<file path="src/logic/dias_defs.svh">
// Constants for the dual incremental converter sequencer
`ifndef DIAS_DEFS_SVH
`define DIAS_DEFS_SVH

`define DIAS_RES_MIN       4'h7
`define DIAS_RES_MAX       4'hd
`define DIAS_EXTRA_BITS    2
`define DIAS_HW_LOAD       8'hff
`define DIAS_UPPER_LOAD    8'hff
`define DIAS_CALC_MIN      16'h0001
`define DIAS_TMR_START     16'h0001
`define DIAS_ST_READY_BIT  7
`define DIAS_ST_RUN_BIT    0
`define DIAS_PH1_SLOT      2'h0
`define DIAS_PH2_SLOT      2'h2
`define DIAS_PH_STEP       2'h1

`endif

</file>
<file path="src/logic/dias_pkg.sv">
// Types shared by the dual incremental converter sequencer
package dias_pkg;

   typedef enum logic [1:0] {
      ST_IDLE,
      ST_RUN
   } dias_state_t;

   typedef struct packed {
      logic [3:0]  resBits;
      logic        twosComp;
      logic [15:0] calcInterval;
   } dias_cfg_t;

   typedef struct packed {
      logic [15:0] ch2;
      logic [15:0] ch1;
   } dias_result_t;

endpackage

</file>
<file path="src/logic/dias_chan_cnt.sv">
// One channel: 8-bit hardware counter plus upper count extension
`timescale 1ns/1ps
`include "dias_defs.svh"

module dias_chan_cnt #(
   parameter int HW_W    = 8,
   parameter int UPPER_W = 8
) (
   input  wire logic                      clk,
   input  wire logic                      rstn,
   input  wire logic                      load,
   input  wire logic                      countEn,
   output logic      [HW_W-1:0]           hwCount,
   output logic                           ovfPulse,
   output logic      [HW_W+UPPER_W-1:0]   total
);

   logic [HW_W-1:0]    hw_ff;
   logic [HW_W-1:0]    nxt_hw;
   logic [UPPER_W-1:0] upper_ff;
   logic [UPPER_W-1:0] nxt_upper;
   logic               ovf_ff;
   logic               nxt_ovf;

   always_comb begin
      nxt_hw    = hw_ff;
      nxt_upper = upper_ff;
      nxt_ovf   = 1'b0;
      if (load) begin
         nxt_hw    = `DIAS_HW_LOAD;
         nxt_upper = `DIAS_UPPER_LOAD;
      end else if (countEn) begin
         nxt_hw = hw_ff + 1'b1;
         if (hw_ff == {HW_W{1'b1}}) begin
            nxt_ovf   = 1'b1;
            nxt_upper = upper_ff + 1'b1;
         end
      end
   end

   always_ff @(posedge clk) begin
      if (!rstn) begin
         hw_ff    <= `DIAS_HW_LOAD;
         upper_ff <= `DIAS_UPPER_LOAD;
         ovf_ff   <= 1'b0;
      end else begin
         hw_ff    <= nxt_hw;
         upper_ff <= nxt_upper;
         ovf_ff   <= nxt_ovf;
      end
   end

   // Load values make the sum read minus one, so adding one gives the positives seen
   assign hwCount  = hw_ff;
   assign ovfPulse = ovf_ff;
   assign total    = {upper_ff, hw_ff} + {{(HW_W+UPPER_W-1){1'b0}}, 1'b1};

endmodule // dias_chan_cnt

</file>
<file path="src/logic/dias_adc_seq.sv">
// Sequencer for a two-channel incremental converter with a shared window timer
`timescale 1ns/1ps
`include "dias_defs.svh"

// Summary of operation
// - One shared 16-bit timer serves both channels
// - Resolution 7 to 13, two's complement or unsigned
// - Code counts positive decisions over 2^Bits operations
// - Each channel has an 8-bit positive counter
// - Timer window gates counting into both counters
// - Phase clocks run at quarter rate
// - Everything runs from one conversion clock
// - Counter overflow interrupts; upper count extends by one
// - Conversion lasts window plus calculation interval
// - Output high 2^(Bits+2), then low interval
// - Low phase computes results, resets integrators
// - Start loads FFh, first window delayed
// - Count at or below compare drives output high
// - Window end stops counters, raises end interrupt
// - Counters follow comparator, every edge at full scale
// - Status MSB marks a fresh result pair
// - Out-of-range inputs clamp to extreme codes
module dias_adc_seq #(
   parameter int TMR_W   = 16,
   parameter int HW_W    = 8,
   parameter int UPPER_W = 8,
   parameter int N_CH    = 2
) (
   input  wire logic                       clk,
   input  wire logic                       rstn,
   input  wire dias_pkg::dias_cfg_t        cfg,
   input  wire logic                       startReading,
   input  wire logic                       stopReading,
   input  wire logic                       resultAck,
   input  wire logic      [N_CH-1:0]       compPin,
   output logic                            phaseClk1,
   output logic                            phaseClk2,
   output logic                            integWindow,
   output logic                            integReset,
   output logic                            endIntegIrq,
   output logic           [N_CH-1:0]       cntOvfIrq,
   output logic           [7:0]            statusFlags,
   output dias_pkg::dias_result_t          results
);

   localparam int SUM_W = HW_W + UPPER_W;

   // Clamp the resolution into the supported range
   function automatic logic [3:0] clampRes(input logic [3:0] r);
      if (r < `DIAS_RES_MIN) begin
         clampRes = `DIAS_RES_MIN;
      end else if (r > `DIAS_RES_MAX) begin
         clampRes = `DIAS_RES_MAX;
      end else begin
         clampRes = r;
      end
   endfunction

   // Turn an accumulated count into the output code
   function automatic logic [15:0] makeCode(input logic [SUM_W-1:0] sum,
                                            input logic [3:0]       bits,
                                            input logic             twos);
      logic [SUM_W-1:0] n;
      logic [15:0]      maxCode;
      logic [15:0]      half;
      logic [15:0]      code;
      n       = sum >> `DIAS_EXTRA_BITS;
      maxCode = 16'((32'h1 << bits) - 32'h1);
      half    = 16'(32'h1 << (bits - 4'h1));
      code    = 16'(n);
      if (code > maxCode) begin
         code = maxCode;
      end
      if (twos) begin
         code = code - half;
      end
      makeCode = code;
   endfunction

   // Comparator pins come from the analog side: two flip-flops first
   logic [N_CH-1:0] compMeta_ff;
   logic [N_CH-1:0] compSync_ff;

   always_ff @(posedge clk) begin
      if (!rstn) begin
         compMeta_ff <= '0;
         compSync_ff <= '0;
      end else begin
         compMeta_ff <= compPin;
         compSync_ff <= compMeta_ff;
      end
   end

   // Sequencer state and shared timer
   dias_pkg::dias_state_t state_ff;
   dias_pkg::dias_state_t nxt_state;
   dias_pkg::dias_cfg_t   cfg_ff;
   dias_pkg::dias_cfg_t   nxt_cfg;
   logic [TMR_W-1:0]      tmr_ff;
   logic [TMR_W-1:0]      nxt_tmr;
   logic                  seenWin_ff;
   logic                  nxt_seenWin;
   logic                  endIrq_ff;
   logic                  nxt_endIrq;
   logic [TMR_W-1:0]      integLen;
   logic [TMR_W-1:0]      calcLen;
   logic [TMR_W-1:0]      period;
   logic                  running;
   logic                  winActive;
   logic                  lastLow;
   logic                  firstLow;
   logic [3:0]            effBits;

   assign effBits   = clampRes(cfg_ff.resBits);
   assign integLen  = TMR_W'(32'h1 << (effBits + `DIAS_EXTRA_BITS));
   assign calcLen   = (cfg_ff.calcInterval < `DIAS_CALC_MIN) ?
                      `DIAS_CALC_MIN : cfg_ff.calcInterval;
   assign period    = integLen + calcLen;
   assign running   = (state_ff == dias_pkg::ST_RUN);
   assign winActive = running && (tmr_ff <= integLen);
   assign lastLow   = running && (tmr_ff == period);
   assign firstLow  = running && (tmr_ff == integLen + `DIAS_TMR_START);

   always_comb begin
      nxt_state   = state_ff;
      nxt_cfg     = cfg_ff;
      nxt_tmr     = tmr_ff;
      nxt_seenWin = seenWin_ff;
      nxt_endIrq  = 1'b0;
      unique case (state_ff)
         dias_pkg::ST_IDLE: begin
            if (startReading) begin
               // Settings are captured once; the first window waits a full interval
               nxt_cfg     = cfg;
               nxt_state   = dias_pkg::ST_RUN;
               nxt_tmr     = TMR_W'(32'h1 << (clampRes(cfg.resBits) + `DIAS_EXTRA_BITS))
                             + `DIAS_TMR_START;
               nxt_seenWin = 1'b0;
            end
         end
         dias_pkg::ST_RUN: begin
            if (stopReading) begin
               nxt_state = dias_pkg::ST_IDLE;
               nxt_tmr   = '0;
            end else begin
               if (lastLow) begin
                  nxt_tmr = `DIAS_TMR_START;
               end else begin
                  nxt_tmr = tmr_ff + `DIAS_TMR_START;
               end
               if (tmr_ff == integLen) begin
                  nxt_endIrq  = 1'b1;
                  nxt_seenWin = 1'b1;
               end
            end
         end
      endcase
   end

   always_ff @(posedge clk) begin
      if (!rstn) begin
         state_ff   <= dias_pkg::ST_IDLE;
         cfg_ff     <= '0;
         tmr_ff     <= '0;
         seenWin_ff <= 1'b0;
         endIrq_ff  <= 1'b0;
      end else begin
         state_ff   <= nxt_state;
         cfg_ff     <= nxt_cfg;
         tmr_ff     <= nxt_tmr;
         seenWin_ff <= nxt_seenWin;
         endIrq_ff  <= nxt_endIrq;
      end
   end

   // Quarter-rate non-overlapping phase clocks from the same clock
   logic [1:0] phDiv_ff;
   logic [1:0] nxt_phDiv;
   logic       ph1_ff;
   logic       nxt_ph1;
   logic       ph2_ff;
   logic       nxt_ph2;

   always_comb begin
      nxt_phDiv = phDiv_ff + `DIAS_PH_STEP;
      nxt_ph1   = (nxt_phDiv == `DIAS_PH1_SLOT);
      nxt_ph2   = (nxt_phDiv == `DIAS_PH2_SLOT);
   end

   always_ff @(posedge clk) begin
      if (!rstn) begin
         phDiv_ff <= '0;
         ph1_ff   <= 1'b0;
         ph2_ff   <= 1'b0;
      end else begin
         phDiv_ff <= nxt_phDiv;
         ph1_ff   <= nxt_ph1;
         ph2_ff   <= nxt_ph2;
      end
   end

   // Channel counters, gated by the shared window
   logic [N_CH-1:0]            chLoad;
   logic [N_CH-1:0]            chCountEn;
   logic [N_CH-1:0][SUM_W-1:0] chTotal;

   genvar ch;
   generate
      for (ch = 0; ch < N_CH; ch = ch + 1) begin : gChan
         assign chLoad[ch]    = (state_ff == dias_pkg::ST_IDLE && startReading)
                                || (lastLow && !stopReading);
         assign chCountEn[ch] = winActive && compSync_ff[ch];
         dias_chan_cnt #(
            .HW_W    (HW_W),
            .UPPER_W (UPPER_W)
         ) uChan (
            .clk      (clk),
            .rstn     (rstn),
            .load     (chLoad[ch]),
            .countEn  (chCountEn[ch]),
            .hwCount  (),
            .ovfPulse (cntOvfIrq[ch]),
            .total    (chTotal[ch])
         );
      end
   endgenerate

   // Result capture and status flags
   dias_pkg::dias_result_t res_ff;
   dias_pkg::dias_result_t nxt_res;
   logic                   ready_ff;
   logic                   nxt_ready;
   logic                   capture;

   assign capture = firstLow && seenWin_ff;

   always_comb begin
      nxt_res   = res_ff;
      nxt_ready = ready_ff;
      if (resultAck) begin
         nxt_ready = 1'b0;
      end
      if (capture) begin
         // Both channels are latched together; a set beats a simultaneous clear
         nxt_res.ch1 = makeCode(chTotal[0], effBits, cfg_ff.twosComp);
         nxt_res.ch2 = makeCode(chTotal[1], effBits, cfg_ff.twosComp);
         nxt_ready   = 1'b1;
      end
   end

   always_ff @(posedge clk) begin
      if (!rstn) begin
         res_ff   <= '0;
         ready_ff <= 1'b0;
      end else begin
         res_ff   <= nxt_res;
         ready_ff <= nxt_ready;
      end
   end

   always_comb begin
      statusFlags                     = 8'h00;
      statusFlags[`DIAS_ST_READY_BIT] = ready_ff;
      statusFlags[`DIAS_ST_RUN_BIT]   = running;
   end

   assign phaseClk1   = ph1_ff;
   assign phaseClk2   = ph2_ff;
   assign integWindow = winActive;
   assign integReset  = !winActive;
   assign endIntegIrq = endIrq_ff;
   assign results     = res_ff;

endmodule // dias_adc_seq

</file>
<file path="config.mk">
export PLATFORM = sky130hd
export DESIGN_NAME = dias_adc_seq
export DESIGN_NICKNAME = d
export VERILOG_FILES = /design/src/logic/dias_pkg.sv /design/src/logic/dias_chan_cnt.sv /design/src/logic/dias_adc_seq.sv
export VERILOG_INCLUDE_DIRS = /design/src /design/src/logic
export SDC_FILE = /design/constraint.sdc
export NUM_CORES = 1
export LEC_CHECK = 0
export ABC_AREA = 0
export BUFFER_PORTS_ARGS = -buffer_cell sky130_fd_sc_hd__buf_2
export CAP_MARGIN = 20
export CORE_ASPECT_RATIO = 0.6
export CORE_MARGIN = 2
export CORE_UTILIZATION = 45
export CTS_CLUSTER_DIAMETER = 40
export DETAILED_ROUTE_END_ITERATION = 12
export GPL_ROUTABILITY_DRIVEN = 0
export PLACE_DENSITY = 0.73
export REMOVE_ABC_BUFFERS = 1
export SLEW_MARGIN = 10
export SYNTH_ARGS = -nofsm -noshare
export SYNTH_HDL_FRONTEND = slang
export SYNTH_SLANG_ARGS = --single-unit
</file>
<file path="constraint.sdc">
create_clock -name clk -period 14.5 [get_ports clk]
set_input_delay 0 -clock clk [delete_from_list [all_inputs] [get_ports clk]]
set_output_delay 0 -clock clk [all_outputs]
set_load 0.01 [all_outputs]
</file>
Yosys cells after proc, flatten, opt, wreduce, memory -nomap -nowiden
Cells that the tools add are included.
{ "totals": {"regBits": 116, "inputBits": 28, "out_inout_bits": 47, "word_cells": 117} }
{ "op_classes": {"add_sub_neg": 17, "order_cmp": 8, "eq_ne": 11, "shift": 4, "mux": 29, "bitwise": 4, "n_reduce_logical": 23} }
{ "op_table": {"columns": ["operator", "n"], "rows": [
  ["16-bit two-way mux", 10],
  ["16-bit by 1-bit adder with 16-bit output, second input constant", 5],
  ["16-bit == test", 3],
  ["8-bit by 1-bit adder with 8-bit output, second input constant", 4],
  ["14-bit by 16-bit greater-than comparator with 1-bit output", 2],
  ["16-bit one-hot mux with 2 select lines", 1],
  ["1-bit by 4-bit left shift with 16-bit output, first input constant", 2],
  ["1-bit by 5-bit left shift with 16-bit output, first input constant", 2],
  ["16-bit subtractor", 2],
  ["4-bit two-way mux", 6],
  ["16-bit adder", 1],
  ["8-bit == test, second input constant", 2],
  ["16-bit less-or-equal comparator", 1],
  ["16-bit by 1-bit < comparator with 1-bit output, second input constant", 1],
  ["16-bit by 1-bit subtractor with 16-bit output, second input constant", 1],
  ["4-bit by 2-bit adder with 5-bit output, second input constant", 2],
  ["3-bit OR reduction", 3],
  ["4-bit greater-than comparator, second input constant", 2],
  ["1-bit logical AND", 8],
  ["4-bit by 3-bit < comparator with 1-bit output, second input constant", 2],
  ["1-bit two-way mux", 8],
  ["2-bit AND reduction", 4],
  ["2-bit != test, second input constant", 3],
  ["2-bit zero test", 2],
  ["14 further kinds", 19]
]} }

Longest topological paths before layout
{ "depth": {"depth_word": 12, "mapped_depth": 31, "ltp_nobuf": 30} }

By module
Synthesis repeated with hierarchy kept, for this count alone.
{ "hier_totals": {"cells_unflattened": 1323, "hier_area_um2": 10282.4} }
{ "modules_own_cells": {"columns": ["module", "n_inst", "cells_each", "area_each_um2", "seq_area_each_um2"], "rows": [
  ["dias_adc_seq", 1, 1073, 8152.8, 1621.6],
  ["dias_chan_cnt at gChan[0].uChan", 1, 129, 1114.8, 340.3],
  ["dias_chan_cnt at gChan[1].uChan", 1, 121, 1014.7, 340.3]
]} }

Worst setup path before layout
No wires, ideal clock.
{ "synth_path": {"path_kind": "register to register", "startpoint": "register gChan[0].uChan.hw_ff[0]", "endpoint": "register res_ff, in the netlist results[12]", "setup_time_ns": 0.058, "t_arrival_ns": 5.905, "required_ns": 14.442, "setup_slack_ns": 8.537, "path_stages_with_launch": 27, "n_path_buf": 1, "period_less_slack_ns": 5.963, "path_cell_list": "dfxtp_1 -> ha_1 -> nand4_1 -> nor2_1 -> nand3_1 -> xor2_1 -> inv_1 -> ha_1 -> nand2_1 -> a31o_1 -> a221oi_4 -> nor4b_2 -> o21bai_4 -> buf_1 -> mux2_2 -> ha_1 -> a21o_1 -> maj3_1 -> or3b_2 -> a31oi_1 -> a211oi_1 -> nor2_1 -> a311oi_2 -> o31a_1 -> and2b_1 -> mux2i_1 -> o21ba_1"} }
{ "synth_via": {"elab_chain_cells": 6} }
{ "synth_lines": {"columns": ["item", "line_no", "rtl"], "rows": [
  ["from (decl)", "dias_chan_cnt.sv:18", "logic [HW_W-1:0] hw_ff;"],
  ["from (signal assigned)", "dias_chan_cnt.sv:43", "hw_ff <= `DIAS_HW_LOAD;"],
  ["from (signal assigned)", "dias_chan_cnt.sv:47", "hw_ff <= nxt_hw;"],
  ["16-bit by 1-bit adder with 16-bit output *", "dias_chan_cnt.sv:56", "assign total = {upper_ff, hw_ff} + {{(HW_W+UPPER_W-1){1'b0}}, 1'b1};"],
  ["14-bit by 16-bit greater-than comparator with 1-bit output", "dias_adc_seq.sv:71", "if (code > maxCode) begin"],
  ["16-bit two-way mux *", "dias_adc_seq.sv:71", null],
  ["16-bit two-way mux *", "dias_adc_seq.sv:243", "if (capture) begin"],
  ["16-bit subtractor", "dias_adc_seq.sv:75", "code = code - half;"],
  ["16-bit two-way mux *", "dias_adc_seq.sv:74", "if (twos) begin"],
  ["to (signal assigned)", "dias_adc_seq.sv:256", "res_ff <= nxt_res;"],
  ["to (decl)", "dias_adc_seq.sv:229", "dias_pkg::dias_result_t res_ff;"]
]} }
Mark *: on every way between the ends. The rest lies on a longest branch, timed or not. The select of a mux whose other input is x is not followed.
A chain may end at the register's enable or synchronous reset.

Final worst setup path
{ "layout_path": {"startpoint": "register gChan[1].uChan.hw_ff[0]", "endpoint": "register res_ff, in the netlist results[31]"} }
{ "layout_via": {"elab_chain_cells": 6} }
{ "layout_lines": {"columns": ["item", "line_no"], "rows": [
  ["from (decl)", "dias_chan_cnt.sv:18"],
  ["from (signal assigned)", "dias_chan_cnt.sv:43"],
  ["from (signal assigned)", "dias_chan_cnt.sv:47"],
  ["16-bit by 1-bit adder with 16-bit output *", "dias_chan_cnt.sv:56"],
  ["14-bit by 16-bit greater-than comparator with 1-bit output", "dias_adc_seq.sv:71"],
  ["16-bit two-way mux *", "dias_adc_seq.sv:71"],
  ["16-bit two-way mux *", "dias_adc_seq.sv:243"],
  ["16-bit subtractor", "dias_adc_seq.sv:75"],
  ["16-bit two-way mux *", "dias_adc_seq.sv:74"]
]} }
Marked as above.

==> out/results.txt <==
final hold vios: 0
via count: 9558
global-route wire length before repair: 45.8 mm
kind of critical path: flop to flop
GRT Util Overall: 24.9%
pre-CTS setup slack: 8080 ps
Crit. End Element: flop
Clock Skew: 10.9 ps
Clk Latency, worst-skew pair: 440 ps
Die Area: 0.0233 sq mm
final instance area: 0.0113 sq mm
status: complete, no violations
CTS tree: yes
num ports: 75
clk slew on worst S/H paths: 60 ps
Async SR Flop Fraction: 0%
mapped cell area: 0.00994 sq mm
post-synth cell types: 88
Pre-Repair DR Iteration Count: 5
routed len/inst: 17.2 um
Placed Cells: 1612
worst slew pin tran: 933 ps
total leakage power: 5.05 nW
top-count cell post-synth: nand2_1
Num CTS Buffers: 17
minimum clock period: 6620 ps
GRT busiest layer: met1
Hold Slack: 204 ps
Synth Register Bits: 115
Post-synth EDFFs: 0
dpl cell area: 0.0104 sq mm
IO buf count: 68
drt drc: 0
Post-Syn Instances: 1313
crit path launch type: flop
reg2reg setup slack: 7880 ps
Crit path required time: 14810 ps
ys flop type: dfxtp_1
total power: 1.44 mW
Yosys top cell by area: dfxtp_1
wirelength, routed: 28.8 mm
WP data arrival: 6930 ps
fin. max-slew vios: 0
GR Util met2: 33.8%
Crit-path slowest cell: nor3_1
Initial Util: 45.5%
final core occ: 51.8%
P&R area growth vs syn: 14.0%
post-DP HPWL: 21.5 mm
Finished Layout Cells: 1671
Worst Path Max Fanout: 6
Clock Tree Buf Depth: 2
Die H: 119 um
Congestion Overflow GR: 0
vias per cell: 5.72
diode count: 0
Final WS setup: 7880 ps
Syn Area/Cell: 7.57 sq um
max incr delay on CP: 620 ps
sequential element share of the synthesized area: 23.2%
GRT met3 Usage: 4.87%
period utilization: 45.6%
final net count: 1496
setup TNS: 0 ps
Max Cap Violations: 0
# rows: 42
placeable core area: 0.0219 sq mm
Hold Crit Class: primary input to flop
post-synth top area share: 23.2%
DR iter-0 viols: 1000
clk sinks: 115
Pwr per Cell Area: 127 mW/mm^2
yosys synthesis warning count: 0
Fmax: 151 MHz
RSZ-0062 raised after global routing: false
layout cells sized above 1: 11.0%
largest net degree at the start of global routing: 53
Die Wd: 196 um
depth of the CTS H-tree: 4
peak supply drop: 102 uV
initial antenna violation count: 0
synth cell count leaders: 171 x nand2_1, 115 x dfxtp_1, 104 x nor2_1
vias in the first global route: 8654
Setup violations, final: 0
Relative slew margins: 37.6%
Area contributors post-synth: dfxtp_1 23%, ha_1 12%, nand2_1 6.5%
post-route ant nets: 0
met1 usage: 39.3%
clock root buffer: clkbuf_16
-- sequential cells by signal (all words and copies together), names as in the netlist, 2 cells and up --
| name | cells |
|---|---|
| cfg_ff | 21 |
| gChan.uChan.hwCount | 16 |
| gChan.uChan.upper_ff | 16 |
| tmr_ff | 16 |
| compSync_ff | 2 |
| compMeta_ff | 2 |
| phDiv_ff | 2 |
| gChan.uChan.ovfPulse | 2 |
| results | 32 |
-- layer usage --
| metal | share of wire, % | vias up |
|---|---|---|
| li1 | - | 4695 |
| met1 | 51 | 4437 |
| met2 | 38 | 399 |
| met3 | 9.6 | 27 |
| met4 | 1.0 | 0 |
| met5 | 0 | - |
-- power by group --
part	internal [mW]	leakage, nW	total, mW	switching [mW]
registers	0.324	0.934	0.337	0.0126
logic	0.274	3.81	0.647	0.372
clock network	0.282	0.301	0.454	0.172
-- layout make-up --
cell class | count | area (sq um)
sequential | 115 | 2300
fill | 2122 | 10500
clock inverter | 13 | 175
timing repair buffer | 103 | 676
inverter | 63 | 236
tap | 286 | 358
clock buffer | 19 | 453
multi-input combinational | 1072 | 7130
-- path summary, 6_finish.rpt --
kind	start	to	cells after the start
worst max-delay path	gChan[1].uChan.hwCount[0]$_SDFFE_PP1P_	results[31]$_SDFFE_PN0P_	30
worst min-delay path	rstn	results[31]$_SDFFE_PN0P_	3
worst max register to register	gChan[1].uChan.hwCount[0]$_SDFFE_PP1P_	results[31]$_SDFFE_PN0P_	30
worst min register to register	compMeta_ff[0]$_SDFF_PN0_	compSync_ff[0]$_SDFF_PN0_	1
-- cells in the final DEF (no fill, tap or decap), types with 26 or more instances in the layout --
| master | n |
|---|---|
| nand2_1 | 171 |
| nand3_1 | 47 |
| inv_1 | 58 |
| xnor2_1 | 67 |
| dfxtp_1 | 115 |
| ha_1 | 93 |
| nor3_1 | 41 |
| buf_2 | 68 |
| dlygate4sd3_1 | 26 |
| a21oi_1 | 96 |
| xor2_1 | 56 |
| a21o_1 | 27 |
| o21ai_0 | 57 |
| nor2_1 | 104 |
-- cells by family after synthesis --
group	share of synthesized area [%]
simple gates	25.2
compound gates	19.3
buf+inv	6.09
xor+xnor	11.1
flops	23.2
fa+ha+maj	12.7
mux	2.40
other cells	0.0756
-- critical path, delay by kind of cell, from the launching register on --
kind | cells | cell delay (ps)
AOI/OAI and AO/OA | 13 | 2450
xor gates and xnor gates | 2 | 270
adders and majority gates | 3 | 740
buffers and inverters | 2 | 170
DFF | 1 | 380
muxes | 1 | 390
and+or+nand+nor | 9 | 2060
-- repair_timing --
item | 4_1_cts | 5_1_grt
hold endpoints to repair | 27 | 0
gates resized for setup | 0 | 0
setup buffers | 0 | 0
hold buffers | 26 | 0
No activity file was read; power rests on OpenSTA's default activity.
